<file path="src/verilog/sspf_pkg.sv">
// Constants and types for the serial slave port
//
// Contract
// RL1 - Enabled and not master: act as slave, master drives clock, data in and out.
// RL2 - Count clock edges; after 8 bits set done flag, copy byte to receive buffer.
// RL3 - Data register read returns the receive buffer.
// RL4 - Slave never starts a transfer itself.
// RL5 - Data write goes to transmit buffer, moves to empty shifter at once.
// RL6 - Busy shifter loads transmit buffer only after last clock edge of transfer.
// RL7 - Select mode bits 0,1 give default 4-wire mode using select input.
// RL8 - In 4-wire mode port active while select low, inactive while high.
// RL9 - In 4-wire mode a falling select edge clears the bit counter.
// RL10 - Master drives select low at least 2 clocks before first clock edge.
// RL11 - Select mode bits 0,0 give 3-wire mode, select ignored.
// RL12 - In 3-wire mode this device is the only slave on the bus.
// RL13 - In 3-wire mode only disable then enable resets the bit counter.
// RL14 - With interrupts enabled, any of four flags set raises the request.
// RL15 - Hardware never clears the four flags; software clears them.
// RL16 - Done flag set at end of every byte transfer in every mode.
// RL17 - Write while transmit buffer full sets collision flag and drops the write.
// RL18 - Master in multi-master mode with select low: fault, clear master and enable; code raises FORCE_DISABLE instead, held until software drops both.
// RL19 - Slave transfer done with unread buffer: overrun flag, keep old byte.
// RL20 - Data register read marks receive buffer as read.
package sspf_pkg;
    localparam int          SSPF_BITS      = 8;
    localparam logic [3:0]  SSPF_CNT_RST   = 4'h0;
    localparam logic [7:0]  SSPF_BYTE_RST  = 8'h00;
    localparam logic [1:0]  SSPF_MODE_3W   = 2'h0;
    localparam logic [1:0]  SSPF_MODE_4W   = 2'h1;
    localparam logic [1:0]  SSPF_MODE_MM   = 2'h1;
    localparam int          SSPF_NSS_SETUP = 2;
    typedef enum logic [1:0] {
        SSPF_IDLE = 2'b00,
        SSPF_SHIFT = 2'b01
    } sspf_state_e;
endpackage : sspf_pkg

</file>
<file path="src/verilog/sspf_if.sv">
// Byte stream carrier between the shifter and the receive buffer
`timescale 1ns/10ps
interface sspf_if;
    logic       valid;
    logic       ready;
    logic [7:0] data;
    modport src (output valid, output data, input ready);
    modport snk (input valid, input data, output ready);
endinterface : sspf_if

</file>
<file path="src/verilog/sspf_buf2.sv">
// Two-entry buffer with valid and ready on both sides
`timescale 1ns/10ps
module sspf_buf2 import sspf_pkg::*; #(
    parameter int W = 8
) (
    input  wire logic clk,
    input  wire logic ce,
    input  wire logic srst,
    sspf_if.snk       in_p,
    output logic      out_valid,
    input  wire logic out_ready,
    output logic [W-1:0] out_data
);
    logic [W-1:0] mem_ff [2];
    logic         wp_ff;
    logic         rp_ff;
    logic [1:0]   cnt_ff;
    logic         push;
    logic         pop;
    assign in_p.ready = (cnt_ff != 2'h2);
    assign push       = in_p.valid && in_p.ready;
    assign pop        = out_valid && out_ready;
    assign out_valid  = (cnt_ff != 2'h0);
    assign out_data   = mem_ff[rp_ff];
    always_ff @(posedge clk) begin
        if (srst) begin
            wp_ff  <= 1'b0;
            rp_ff  <= 1'b0;
            cnt_ff <= 2'h0;
            mem_ff[0] <= '0;
            mem_ff[1] <= '0;
        end else if (ce) begin
            if (push) begin
                mem_ff[wp_ff] <= in_p.data;
                wp_ff <= ~wp_ff;
            end
            if (pop) begin
                rp_ff <= ~rp_ff;
            end
            cnt_ff <= cnt_ff + {1'b0, push} - {1'b0, pop};
        end
    end
endmodule : sspf_buf2

</file>
<file path="src/verilog/sspf_sync.sv">
// Two flip-flop synchroniser
`timescale 1ns/10ps
module sspf_sync #(
    parameter int           W   = 1,
    parameter logic [W-1:0] RST = '0
) (
    input  wire logic         clk,
    input  wire logic         ce,
    input  wire logic         srst,
    input  wire logic [W-1:0] d,
    output logic      [W-1:0] q
);
    logic [W-1:0] s1_ff;
    always_ff @(posedge clk) begin
        if (srst) begin
            s1_ff <= RST;
            q     <= RST;
        end else if (ce) begin
            s1_ff <= d;
            q     <= s1_ff;
        end
    end
endmodule : sspf_sync

</file>
<file path="src/verilog/sspf_top.sv">
// Serial slave port with double buffering and four flags
`timescale 1ns/10ps
module sspf_top import sspf_pkg::*; (
    input  wire logic       CLK,
    input  wire logic       SRST,
    input  wire logic       CE,
    input  wire logic       SCK,
    input  wire logic       MOSI,
    input  wire logic       SLAVE_SELECT_IN,
    output logic            MISO,
    output logic            MISO_OE,
    input  wire logic       PORT_ENABLE_BIT,
    input  wire logic       MASTER_ENABLE_BIT,
    input  wire logic       SELECT_MODE_BIT_HI,
    input  wire logic       SELECT_MODE_BIT_LO,
    input  wire logic       CLK_PHASE,
    input  wire logic       CLK_POLARITY,
    input  wire logic       INT_ENABLE,
    input  wire logic       DATA_WR,
    input  wire logic [7:0] DATA_WDATA,
    input  wire logic       DATA_RD,
    output logic      [7:0] DATA_RDATA,
    input  wire logic       CLR_TRANSFER_DONE,
    input  wire logic       CLR_WRITE_COLLISION,
    input  wire logic       CLR_MODE_FAULT,
    input  wire logic       CLR_RECEIVE_OVERRUN,
    output logic            TRANSFER_DONE_FLAG,
    output logic            WRITE_COLLISION_FLAG,
    output logic            MODE_FAULT_FLAG,
    output logic            RECEIVE_OVERRUN_FLAG,
    output logic            FORCE_DISABLE,
    output logic            IRQ
);
    ////////////////////////////////////////////////////////////////////////
    // Pin synchronisers
    logic [2:0] pins_s;
    logic       sck_s;
    logic       mosi_s;
    logic       nss_s;
    logic       sck_d_ff;
    logic       nss_d_ff;
    logic       en_d_ff;
    // Select resets to its idle high level, so no false select edge follows reset
    sspf_sync #(.W(3), .RST(3'h1)) u_sync (
        .clk  (CLK),
        .ce   (CE),
        .srst (SRST),
        .d    ({SCK, MOSI, SLAVE_SELECT_IN}),
        .q    (pins_s)
    );
    assign sck_s  = pins_s[2];
    assign mosi_s = pins_s[1];
    assign nss_s  = pins_s[0];
    always_ff @(posedge CLK) begin
        if (SRST) begin
            sck_d_ff <= 1'b0;
            nss_d_ff <= 1'b1;
            en_d_ff  <= 1'b0;
        end else if (CE) begin
            sck_d_ff <= sck_s;
            nss_d_ff <= nss_s;
            en_d_ff  <= PORT_ENABLE_BIT;
        end
    end

    ////////////////////////////////////////////////////////////////////////
    // Mode decode
    logic [1:0] sel_mode;
    logic       mode_4w;
    logic       mode_3w;
    logic       slave_on;
    logic       active;
    logic       sck_rise;
    logic       sck_fall;
    logic       samp_edge;
    logic       shift_edge;
    logic       nss_fall;
    logic       en_rise;
    assign sel_mode = {SELECT_MODE_BIT_HI, SELECT_MODE_BIT_LO};
    assign mode_4w  = (sel_mode == SSPF_MODE_4W); // [RL7]
    assign mode_3w  = (sel_mode == SSPF_MODE_3W); // [RL11]
    assign slave_on = PORT_ENABLE_BIT && !MASTER_ENABLE_BIT && !FORCE_DISABLE; // [RL1]
    assign active   = slave_on && (mode_3w || (mode_4w && !nss_s)); // [RL8] [RL11]
    assign sck_rise = sck_s && !sck_d_ff;
    assign sck_fall = !sck_s && sck_d_ff;
    // Sample on leading or trailing edge per phase, polarity swaps the pair
    assign samp_edge  = (CLK_PHASE ^ CLK_POLARITY) ? sck_fall : sck_rise;
    assign shift_edge = (CLK_PHASE ^ CLK_POLARITY) ? sck_rise : sck_fall;
    assign nss_fall = !nss_s && nss_d_ff;
    assign en_rise  = PORT_ENABLE_BIT && !en_d_ff;

    ////////////////////////////////////////////////////////////////////////
    // Bit counter and shifter
    sspf_state_e state_ff;
    logic [3:0]  cnt_ff;
    logic [7:0]  sh_ff;
    logic        sh_full_ff;
    logic [7:0]  txb_ff;
    logic        txb_full_ff;
    logic        last_bit;
    logic        done;
    logic        cnt_clr;
    sspf_if      rx_if ();
    assign cnt_clr  = (mode_4w && nss_fall) || en_rise || !PORT_ENABLE_BIT; // [RL9] [RL13]
    assign last_bit = active && samp_edge && (cnt_ff == 4'(SSPF_BITS - 1));
    assign done     = last_bit; // [RL2] [RL16]
    always_ff @(posedge CLK) begin
        if (SRST) begin
            cnt_ff   <= SSPF_CNT_RST;
            state_ff <= SSPF_IDLE;
        end else if (CE) begin
            if (cnt_clr) begin
                cnt_ff   <= SSPF_CNT_RST;
                state_ff <= SSPF_IDLE;
            end else if (active && samp_edge) begin // [RL4]
                if (last_bit) begin
                    cnt_ff   <= SSPF_CNT_RST;
                    state_ff <= SSPF_IDLE;
                end else begin
                    cnt_ff   <= cnt_ff + 4'h1;
                    state_ff <= SSPF_SHIFT;
                end
            end
        end
    end

    // Shift register and transmit buffer
    logic wr_ok;
    logic load_now;
    assign wr_ok    = DATA_WR && !txb_full_ff;
    // Empty and idle shifter loads at once; a running byte is never overwritten
    assign load_now = (!sh_full_ff && (state_ff == SSPF_IDLE) && !(active && samp_edge))
                      || last_bit; // [RL5] [RL6]
    always_ff @(posedge CLK) begin
        if (SRST) begin
            sh_ff       <= SSPF_BYTE_RST;
            sh_full_ff  <= 1'b0;
            txb_ff      <= SSPF_BYTE_RST;
            txb_full_ff <= 1'b0;
        end else if (CE) begin
            if (wr_ok) begin
                txb_ff      <= DATA_WDATA; // [RL5]
                txb_full_ff <= 1'b1;
            end
            if (active && samp_edge) begin
                sh_ff <= {sh_ff[6:0], mosi_s};
            end
            if (last_bit) begin
                sh_full_ff <= 1'b0;
            end
            if (txb_full_ff && load_now) begin
                sh_ff       <= txb_ff; // [RL6]
                sh_full_ff  <= 1'b1;
                txb_full_ff <= wr_ok;
                if (wr_ok) begin
                    txb_ff <= DATA_WDATA;
                end
            end
        end
    end
    assign rx_if.data  = {sh_ff[6:0], mosi_s};

    ////////////////////////////////////////////////////////////////////////
    // Receive buffer
    logic       rb_valid;
    logic [7:0] rb_data;
    logic       rb_unread_ff;
    logic       rb_pop;
    logic       overrun;
    sspf_buf2 #(.W(8)) u_rxbuf (
        .clk       (CLK),
        .ce        (CE),
        .srst      (SRST),
        .in_p      (rx_if),
        .out_valid (rb_valid),
        .out_ready (rb_pop),
        .out_data  (rb_data)
    );
    // Overrun keeps the old byte: new byte is not pushed past an unread one
    assign overrun = last_bit && (rb_unread_ff || !rx_if.ready); // [RL19]
    assign rx_if.valid = last_bit && !overrun; // [RL19]
    // Buffer holds one visible byte; next entry staged only if unread is clear
    assign rb_pop  = rb_valid && !rb_unread_ff;
    always_ff @(posedge CLK) begin
        if (SRST) begin
            rb_unread_ff <= 1'b0;
            DATA_RDATA   <= SSPF_BYTE_RST;
        end else if (CE) begin
            if (rb_pop) begin
                DATA_RDATA   <= rb_data; // [RL2]
                rb_unread_ff <= 1'b1;
            end else if (DATA_RD) begin
                rb_unread_ff <= 1'b0; // [RL3] [RL20]
            end
        end
    end

    ////////////////////////////////////////////////////////////////////////
    // Flags, set wins over clear
    logic mfault;
    assign mfault = PORT_ENABLE_BIT && MASTER_ENABLE_BIT && (sel_mode == SSPF_MODE_MM)
                    && SELECT_MODE_BIT_LO && !SELECT_MODE_BIT_HI && !nss_s;
    always_ff @(posedge CLK) begin
        if (SRST) begin
            TRANSFER_DONE_FLAG   <= 1'b0;
            WRITE_COLLISION_FLAG <= 1'b0;
            MODE_FAULT_FLAG      <= 1'b0;
            RECEIVE_OVERRUN_FLAG <= 1'b0;
            FORCE_DISABLE        <= 1'b0;
            IRQ                  <= 1'b0;
        end else if (CE) begin
            TRANSFER_DONE_FLAG   <= done
                || (TRANSFER_DONE_FLAG && !CLR_TRANSFER_DONE); // [RL16] [RL15]
            WRITE_COLLISION_FLAG <= (DATA_WR && txb_full_ff)
                || (WRITE_COLLISION_FLAG && !CLR_WRITE_COLLISION); // [RL17] [RL15]
            MODE_FAULT_FLAG      <= mfault
                || (MODE_FAULT_FLAG && !CLR_MODE_FAULT); // [RL18] [RL15]
            RECEIVE_OVERRUN_FLAG <= (overrun && slave_on)
                || (RECEIVE_OVERRUN_FLAG && !CLR_RECEIVE_OVERRUN); // [RL19] [RL15]
            // Held until software drops both enables
            FORCE_DISABLE <= mfault || (FORCE_DISABLE
                             && (PORT_ENABLE_BIT || MASTER_ENABLE_BIT)); // [RL18]
            IRQ <= INT_ENABLE && (TRANSFER_DONE_FLAG || WRITE_COLLISION_FLAG
                   || MODE_FAULT_FLAG || RECEIVE_OVERRUN_FLAG); // [RL14]
        end
    end

    ////////////////////////////////////////////////////////////////////////
    // Data out pin
    always_ff @(posedge CLK) begin
        if (SRST) begin
            MISO    <= 1'b0;
            MISO_OE <= 1'b0;
        end else if (CE) begin
            MISO_OE <= active && mode_4w ? 1'b1 : active; // [RL8]
            if (!active || state_ff == SSPF_IDLE || shift_edge) begin
                MISO <= sh_ff[7];
            end
        end
    end
endmodule : sspf_top
</file>
<file path="config.mk">
export PLATFORM = sky130hd
export DESIGN_NAME = sspf_top
export DESIGN_NICKNAME = d
export VERILOG_FILES = /design/src/verilog/sspf_pkg.sv /design/src/verilog/sspf_if.sv /design/src/verilog/sspf_buf2.sv /design/src/verilog/sspf_sync.sv /design/src/verilog/sspf_top.sv
export SDC_FILE = /design/constraint.sdc
export NUM_CORES = 1
export LEC_CHECK = 0
export ABC_AREA = 1
export BUFFER_PORTS_ARGS = -buffer_cell sky130_fd_sc_hd__buf_2
export CAP_MARGIN = 0
export CORE_ASPECT_RATIO = 0.9
export CORE_MARGIN = 4
export CORE_UTILIZATION = 40
export CTS_CLUSTER_SIZE = 24
export DETAILED_ROUTE_END_ITERATION = 12
export GPL_TIMING_DRIVEN = 0
export PLACE_DENSITY = 0.64
export SKIP_LAST_GASP = 1
export SYNTH_ARGS = -nofsm -noshare
export SYNTH_HDL_FRONTEND = slang
export SYNTH_SLANG_ARGS = --single-unit
</file>
<file path="constraint.sdc">
create_clock -name CLK -period 2.11 [get_ports CLK]
set_input_delay 0.3165 -clock CLK [delete_from_list [all_inputs] [get_ports CLK]]
set_output_delay 0.3165 -clock CLK [all_outputs]
set_load 0.02 [all_outputs]
</file>
### Word-level counts from Yosys, hierarchy flattened

Memory sizes are Yosys's and may differ from the RTL's. A register that Yosys moved wholly into a read port is not among the register bits.
Index checks and enable logic that the tools add are counted.

| storage, ports and cells | value |
|---|---|
| register bits | 46 |
| latch bits | 0 |
| RAM bits | 16 |
| bits in read-only memories | 0 |
| bits of input ports | 27 |
| output and inout port bits | 16 |
| logic and storage cells | 149 |
| memories | 1 |

Memories:

| memory | depth | bits a word | rd ports | clocked after memory_dff | wr ports | RTL line | RTL |
|---|---|---|---|---|---|---|---|
| u_rxbuf.mem_ff | 2 | 8 | 1 | 1 | 2 | sspf_buf2.sv:14 | `logic [W-1:0] mem_ff [2];` |

| cells by class | value |
|---|---|
| $add $sub $neg | 3 |
| multiply operators | 0 |
| divide/modulo/power cells | 0 |
| order comparisons | 0 |
| equality and inequality tests | 3 |
| shift-type cells | 0 |
| mux-type cells | 29 |
| bitwise operators | 3 |
| reductions and logical operators | 87 |

Operators with widths:

| operator | count |
|---|---|
| 8-bit 2-to-1 mux | 6 |
| 1-bit logical AND | 34 |
| 1-bit zero test | 19 |
| 1-bit 2-to-1 mux | 18 |
| 2-bit AND reduction | 9 |
| 1-bit logical OR | 16 |
| 4-bit 2-to-1 mux | 3 |
| 2-bit nonzero test | 6 |
| 8-bit OR reduction | 1 |
| 4-bit by 1-bit adder with 4-bit output (second input constant) | 1 |
| 4-bit by 3-bit == test with 1-bit output (second input constant) | 1 |
| 2-bit zero test | 2 |
| 2-bit 2-to-1 mux | 2 |
| 2-bit by 1-bit adder with 2-bit output | 1 |
| 2-bit by 1-bit == test with 1-bit output (second input constant) | 1 |
| 2-bit inequality test (second input constant) | 1 |
| 1-bit inverter | 2 |
| 2-bit by 1-bit subtractor with 2-bit output | 1 |
| 1-bit XOR | 1 |

### Depth between registers and ports, before layout

| depth | value |
|---|---|
| depth after elaboration | 16 |
| mapped depth | 11 |
| depth with buffers taken out | 11 |

### Hierarchy

Synthesis repeated with hierarchy kept, for this count alone.

| second synthesis, totals | value |
|---|---|
| cells, all modules | 422 |
| area total of the unflattened synthesis | 3298.2 um2 |

By module, submodules not included:

| module | instances | cells each | area an instance (um2) | sequential area each (um2) |
|---|---|---|---|---|
| sspf_top | 1 | 290 | 2031.9 | 860.8 |
| sspf_buf2 | 1 | 97 | 1017.2 | 580.6 |
| sspf_sync | 1 | 35 | 249.0 | 120.1 |

### Worst setup path before layout

No wires, ideal clock.

| timing | value |
|---|---|
| kind | flip-flop to flip-flop |
| from | reg cnt_ff[0] |
| to | mem u_rxbuf.mem_ff[0][0] (enable) |
| setup time | 0.384 ns |
| arrival | 1.688 ns |
| required time | 1.726 ns |
| path slack | 0.038 ns |
| cell stages (with the launch flop) | 8 |
| buffers on the path | 0 |
| period minus slack after synthesis | 2.072 ns |
| cells stage by stage | dfxtp_1 > ha_1 > nand2_1 > nor2_2 > nand4_4 > nor2_4 > inv_2 > o21ai_0 |

RTL lines:

| what | RTL line | RTL |
|---|---|---|
| start: declaration | sspf_top.sv:95 | `logic [3:0] cnt_ff;` |
| start signal: assignment | sspf_top.sv:120 | `cnt_ff <= cnt_ff + 4'h1;` |
| end: declaration | sspf_buf2.sv:14 |  |

==> impl_metrics.csv <==
group,metric,value,unit
global_route,grt_pass1_vias,2569,
yosys,synthFlopType,"dfxtp_1",
drt,drt_iter0_markers,134,
power,power_frac_seq,51.5,%
drt,vias,2719,
floorplanning,die_w,101,um
final_layout,fin_cells,557,
place,gp_congestion,0.778,
yosys,ys_seq_area_share,49.2,%
final_layout,num-fill-cells,785,
place,place_inst,541,
floorplanning,num_io_pins,43,
sta,setup_viol,0,
final_layout,areaGrowthSynthToFinish,17.0,%
sta,slew_headroom,55.8,%
floorplanning,core,7580,um2
yosys,yosys-top-cells-area,"dfxtp_1 (34%), edfxtp_1 (15%), nand2_1 (12%), nor2_1 (6.5%), a21oi_1 (5.9%)",
yosys,async_flop_share,0,%
sta,grt_setup_unrepaired,"no",
sta,fin_skew,0.00978,ns
global_route,grt_max_degree,14,
yosys,syn_area_per_cell,7.75,um2
yosys,synth-xor-area-share,0.280,%
floorplanning,num_rows,30,
min_path,min_from,"MOSI",
critical_path,cp-startpoint,"cnt_ff[0]",
floorplanning,die_y,91.9,um
final_layout,drive_gt1_share,19.3,%
yosys,yosys-top-cells-count,"nand2_1 (103), nor2_1 (54), dfxtp_1 (53), a21oi_1 (37), inv_1 (36)",
yosys,yosys.area_share.adder,1.20,%
sta,min_period,1.91,ns
clock_network,cts.sinks,69,
sta,fmax,0.524,GHz
critical_path,r2r_start,"cnt_ff[0]",
critical_path,slowest_stage,"dfxtp_1",
clock_network,cts-root-buf,"clkbuf_8",
sta,whs,0.190,ns
yosys,synth_edf_count,16,
critical_path,endpoint_kind,"flop",
yosys,yosys.area.top_type,"dfxtp_1",
clock_network,cts_hold_buf,0,
sta,fin_crit_sh,90.4,%
yosys,synthesis.area,3130,um2
clock_network,clock_path_buffers,2,
yosys,yosysTopAreaCellShare,33.9,%
power,p_int,2.03,mW
power,power,2.80,mW
yosys,synthMuxAreaShare,0,%
yosys,yosys.area_share.simple,31.2,%
clock_network,clock_latency,0.35,ns
power,ir_worst_vdd,0.336,mV
critical_path,worst-r2r-cell-count,7,
drt,drt_first_pass_iters,4,
flow_run,drv_cap,0,
critical_path,path_cells,"ha_1 > nand2_1 > nor2_2 > nand4_4 > nor2_4 > nand3_2 > nand2_2",
power,p_sw_share,27.7,%
power,clock_power_share,36.4,%
clock_network,htree_levels,3,
global_route,grt_pass1_wl,12200,um
place,place_hpwl,5250,um
global_route,grt_overflow,0,
yosys,synth_top_family_by_area,"simple AND/OR/NAND/NOR gates",
drt,ant_nets,0,
critical_path,crit_path_start_kind,"flop",
clock_network,tritoncts,"yes",
min_path,holdPathStages,3,
floorplanning,start_util,41.3,%
critical_path,max_stage_delay,0.39,ns
power,power.density,766,nW/um2
sta,tightestPinTransition,0.662,ns
sta,maxSlewViolCount,0,
final_layout,post-route-util,48.3,%
run_status,status,"finished, final reports clean",
drt,post-route-drc-count,0,
yosys,syn-num-nets,434,
power,p_leak,1.65,nW
final_layout,num_antenna_cells,0,
sta,hold_viol,0,
sta,final.setup.tns,0,ns
clock_network,cts_buffers,9,
yosys,ys_types,31,
yosys,synth_most_common_cell,"nand2_1",
clock_network,clkTransAtPathRegs,0.08,ns
drt,wirelength,7040,um
critical_path,critPathMaxFanout,9,
critical_path,required,2.15,ns
power,power_frac_comb,12.2,%
critical_path,cp.arrival,1.95,ns
critical_path,reg2reg_slack,0.20,ns
min_path,min_path_type,"in2reg",
yosys,synth-warning-count,0,
power,power_switching,0.778,mW
yosys,synth-compound-area-share,11.4,%
final_layout,num-nets-final,486,
critical_path,path_class,"reg2reg",
global_route,antenna_found_initial,0,
place,io_buffer_count,41,
drt,post_drt_wl_per_cell,12.6,um
drt,vias_per_cell,4.88,
floorplanning,dieArea,9310,um2
yosys,synthCells,404,
yosys,ys_seq_elements,69,
global_route,grt_use_total,16.5,%
-- repair_timing --
| item | in CTS | in global routing |
|---|---|---|
| setup buffers | 0 | 0 |
| hold endpoints to repair | 0 | 0 |
| resized for setup | 2 | 2 |
| setup endpoints to repair | 8 | 16 |
-- power by group through the flow --
| stage | Combinational, mW | Sequential, mW | Clock [mW] |
|---|---|---|---|
| after floorplan | 0.229 | 1.48 | 0 |
| after global placement | 0.335 | 1.47 | 0 |
| after detailed placement | 0.341 | 1.47 | 0 |
| after CTS | 0.343 | 1.44 | 1.05 |
| after global routing | 0.395 | 1.45 | 1.11 |
| final | 0.341 | 1.44 | 1.02 |
-- metrics by stage --
stage,cell area (um2),worst slack (ns)
floorplan,3130,0.0383
global placement,3460,-0.383
detailed placement,3460,-0.407
CTS,3650,0.0715
global route,3660,0.0268
finish,3660,0.202
-- area by class of cell --
type | count | area [um2] | share of cell area (%)
Tap cell | 96 | 120 | 3.28
Buffer | 15 | 63.8 | 1.74
Clock buffer | 10 | 149 | 4.07
Timing Repair Buffer | 41 | 205 | 5.60
Clock inverter | 6 | 43.8 | 1.20
Multi-Input combinational cell | 281 | 1390 | 38.0
Inverter | 39 | 146 | 4.00
Sequential cell | 69 | 1540 | 42.1
-- worst max-delay path, delay by kind of cell (launching register included) --
family	cells	cell delay [ns]
AND/OR/NAND/NOR	6	1.03
flip-flops	1	0.39
adder cells (fa/ha/maj)	1	0.19
-- worst paths after layout --
kind                           to
min               u_sync.s1_ff[1]
max reg2reg  u_rxbuf.mem_ff[1][1]
min reg2reg         DATA_RDATA[7]
max          u_rxbuf.mem_ff[1][1]
-- cells in the final DEF, fill, tap and decap left out --
master | netlist | layout
buf_2 | 6 | 47
inv_1 | 36 | 36
clkinv_1 | 1 | 1
clkbuf_8 | 0 | 9
nand3_2 | 5 | 5
nand4_1 | 1 | 1
xnor2_1 | 1 | 1
buf_1 | 1 | 1
clkinvlp_4 | 0 | 1
a21boi_0 | 1 | 1
o41ai_1 | 1 | 1
o21a_1 | 2 | 2
dfxtp_1 | 53 | 53
o2111ai_1 | 1 | 1
nor3_1 | 1 | 1
clkbuf_1 | 8 | 8
edfxtp_1 | 16 | 16
nand2_1 | 103 | 102
clkbuf_16 | 0 | 1
clkinv_2 | 0 | 2
nor2_2 | 4 | 4
nand4_4 | 1 | 1
a21oi_1 | 37 | 37
ha_1 | 3 | 3
nand2_4 | 2 | 2
nor2_1 | 54 | 54
nand3_4 | 2 | 2
o31ai_2 | 1 | 1
o211ai_1 | 1 | 1
clkinv_4 | 0 | 2
inv_2 | 2 | 2
o21ai_0 | 22 | 21
nand3_1 | 31 | 31
nor2_4 | 2 | 2
nor2_8 | 1 | 1
o21ai_4 | 0 | 1
nand2_2 | 4 | 5
inv_6 | 0 | 1
-- cells by family (layout without fill, tap and decap cells) --
family / Yosys count / in the layout
AND/OR/NAND/NOR: 211 / 211
buffers and inverters: 54 / 111
XOR/XNOR: 1 / 1
AO/OA/AOI/OAI: 66 / 66
adder cells (fa/ha/maj): 3 / 3
flip-flops: 69 / 69
-- routing by layer --
layer / part of all wire [%] / routed length, um / track usage [%]
met1: 49 / 3470 / 22.9
met4: 1.2 / 84 / 5.20
met5: 0 / 0 / 0
met3: 5.5 / 387 / 4.56
met2: 44 / 3110 / 24.9
(Power assumes the default switching activity.)
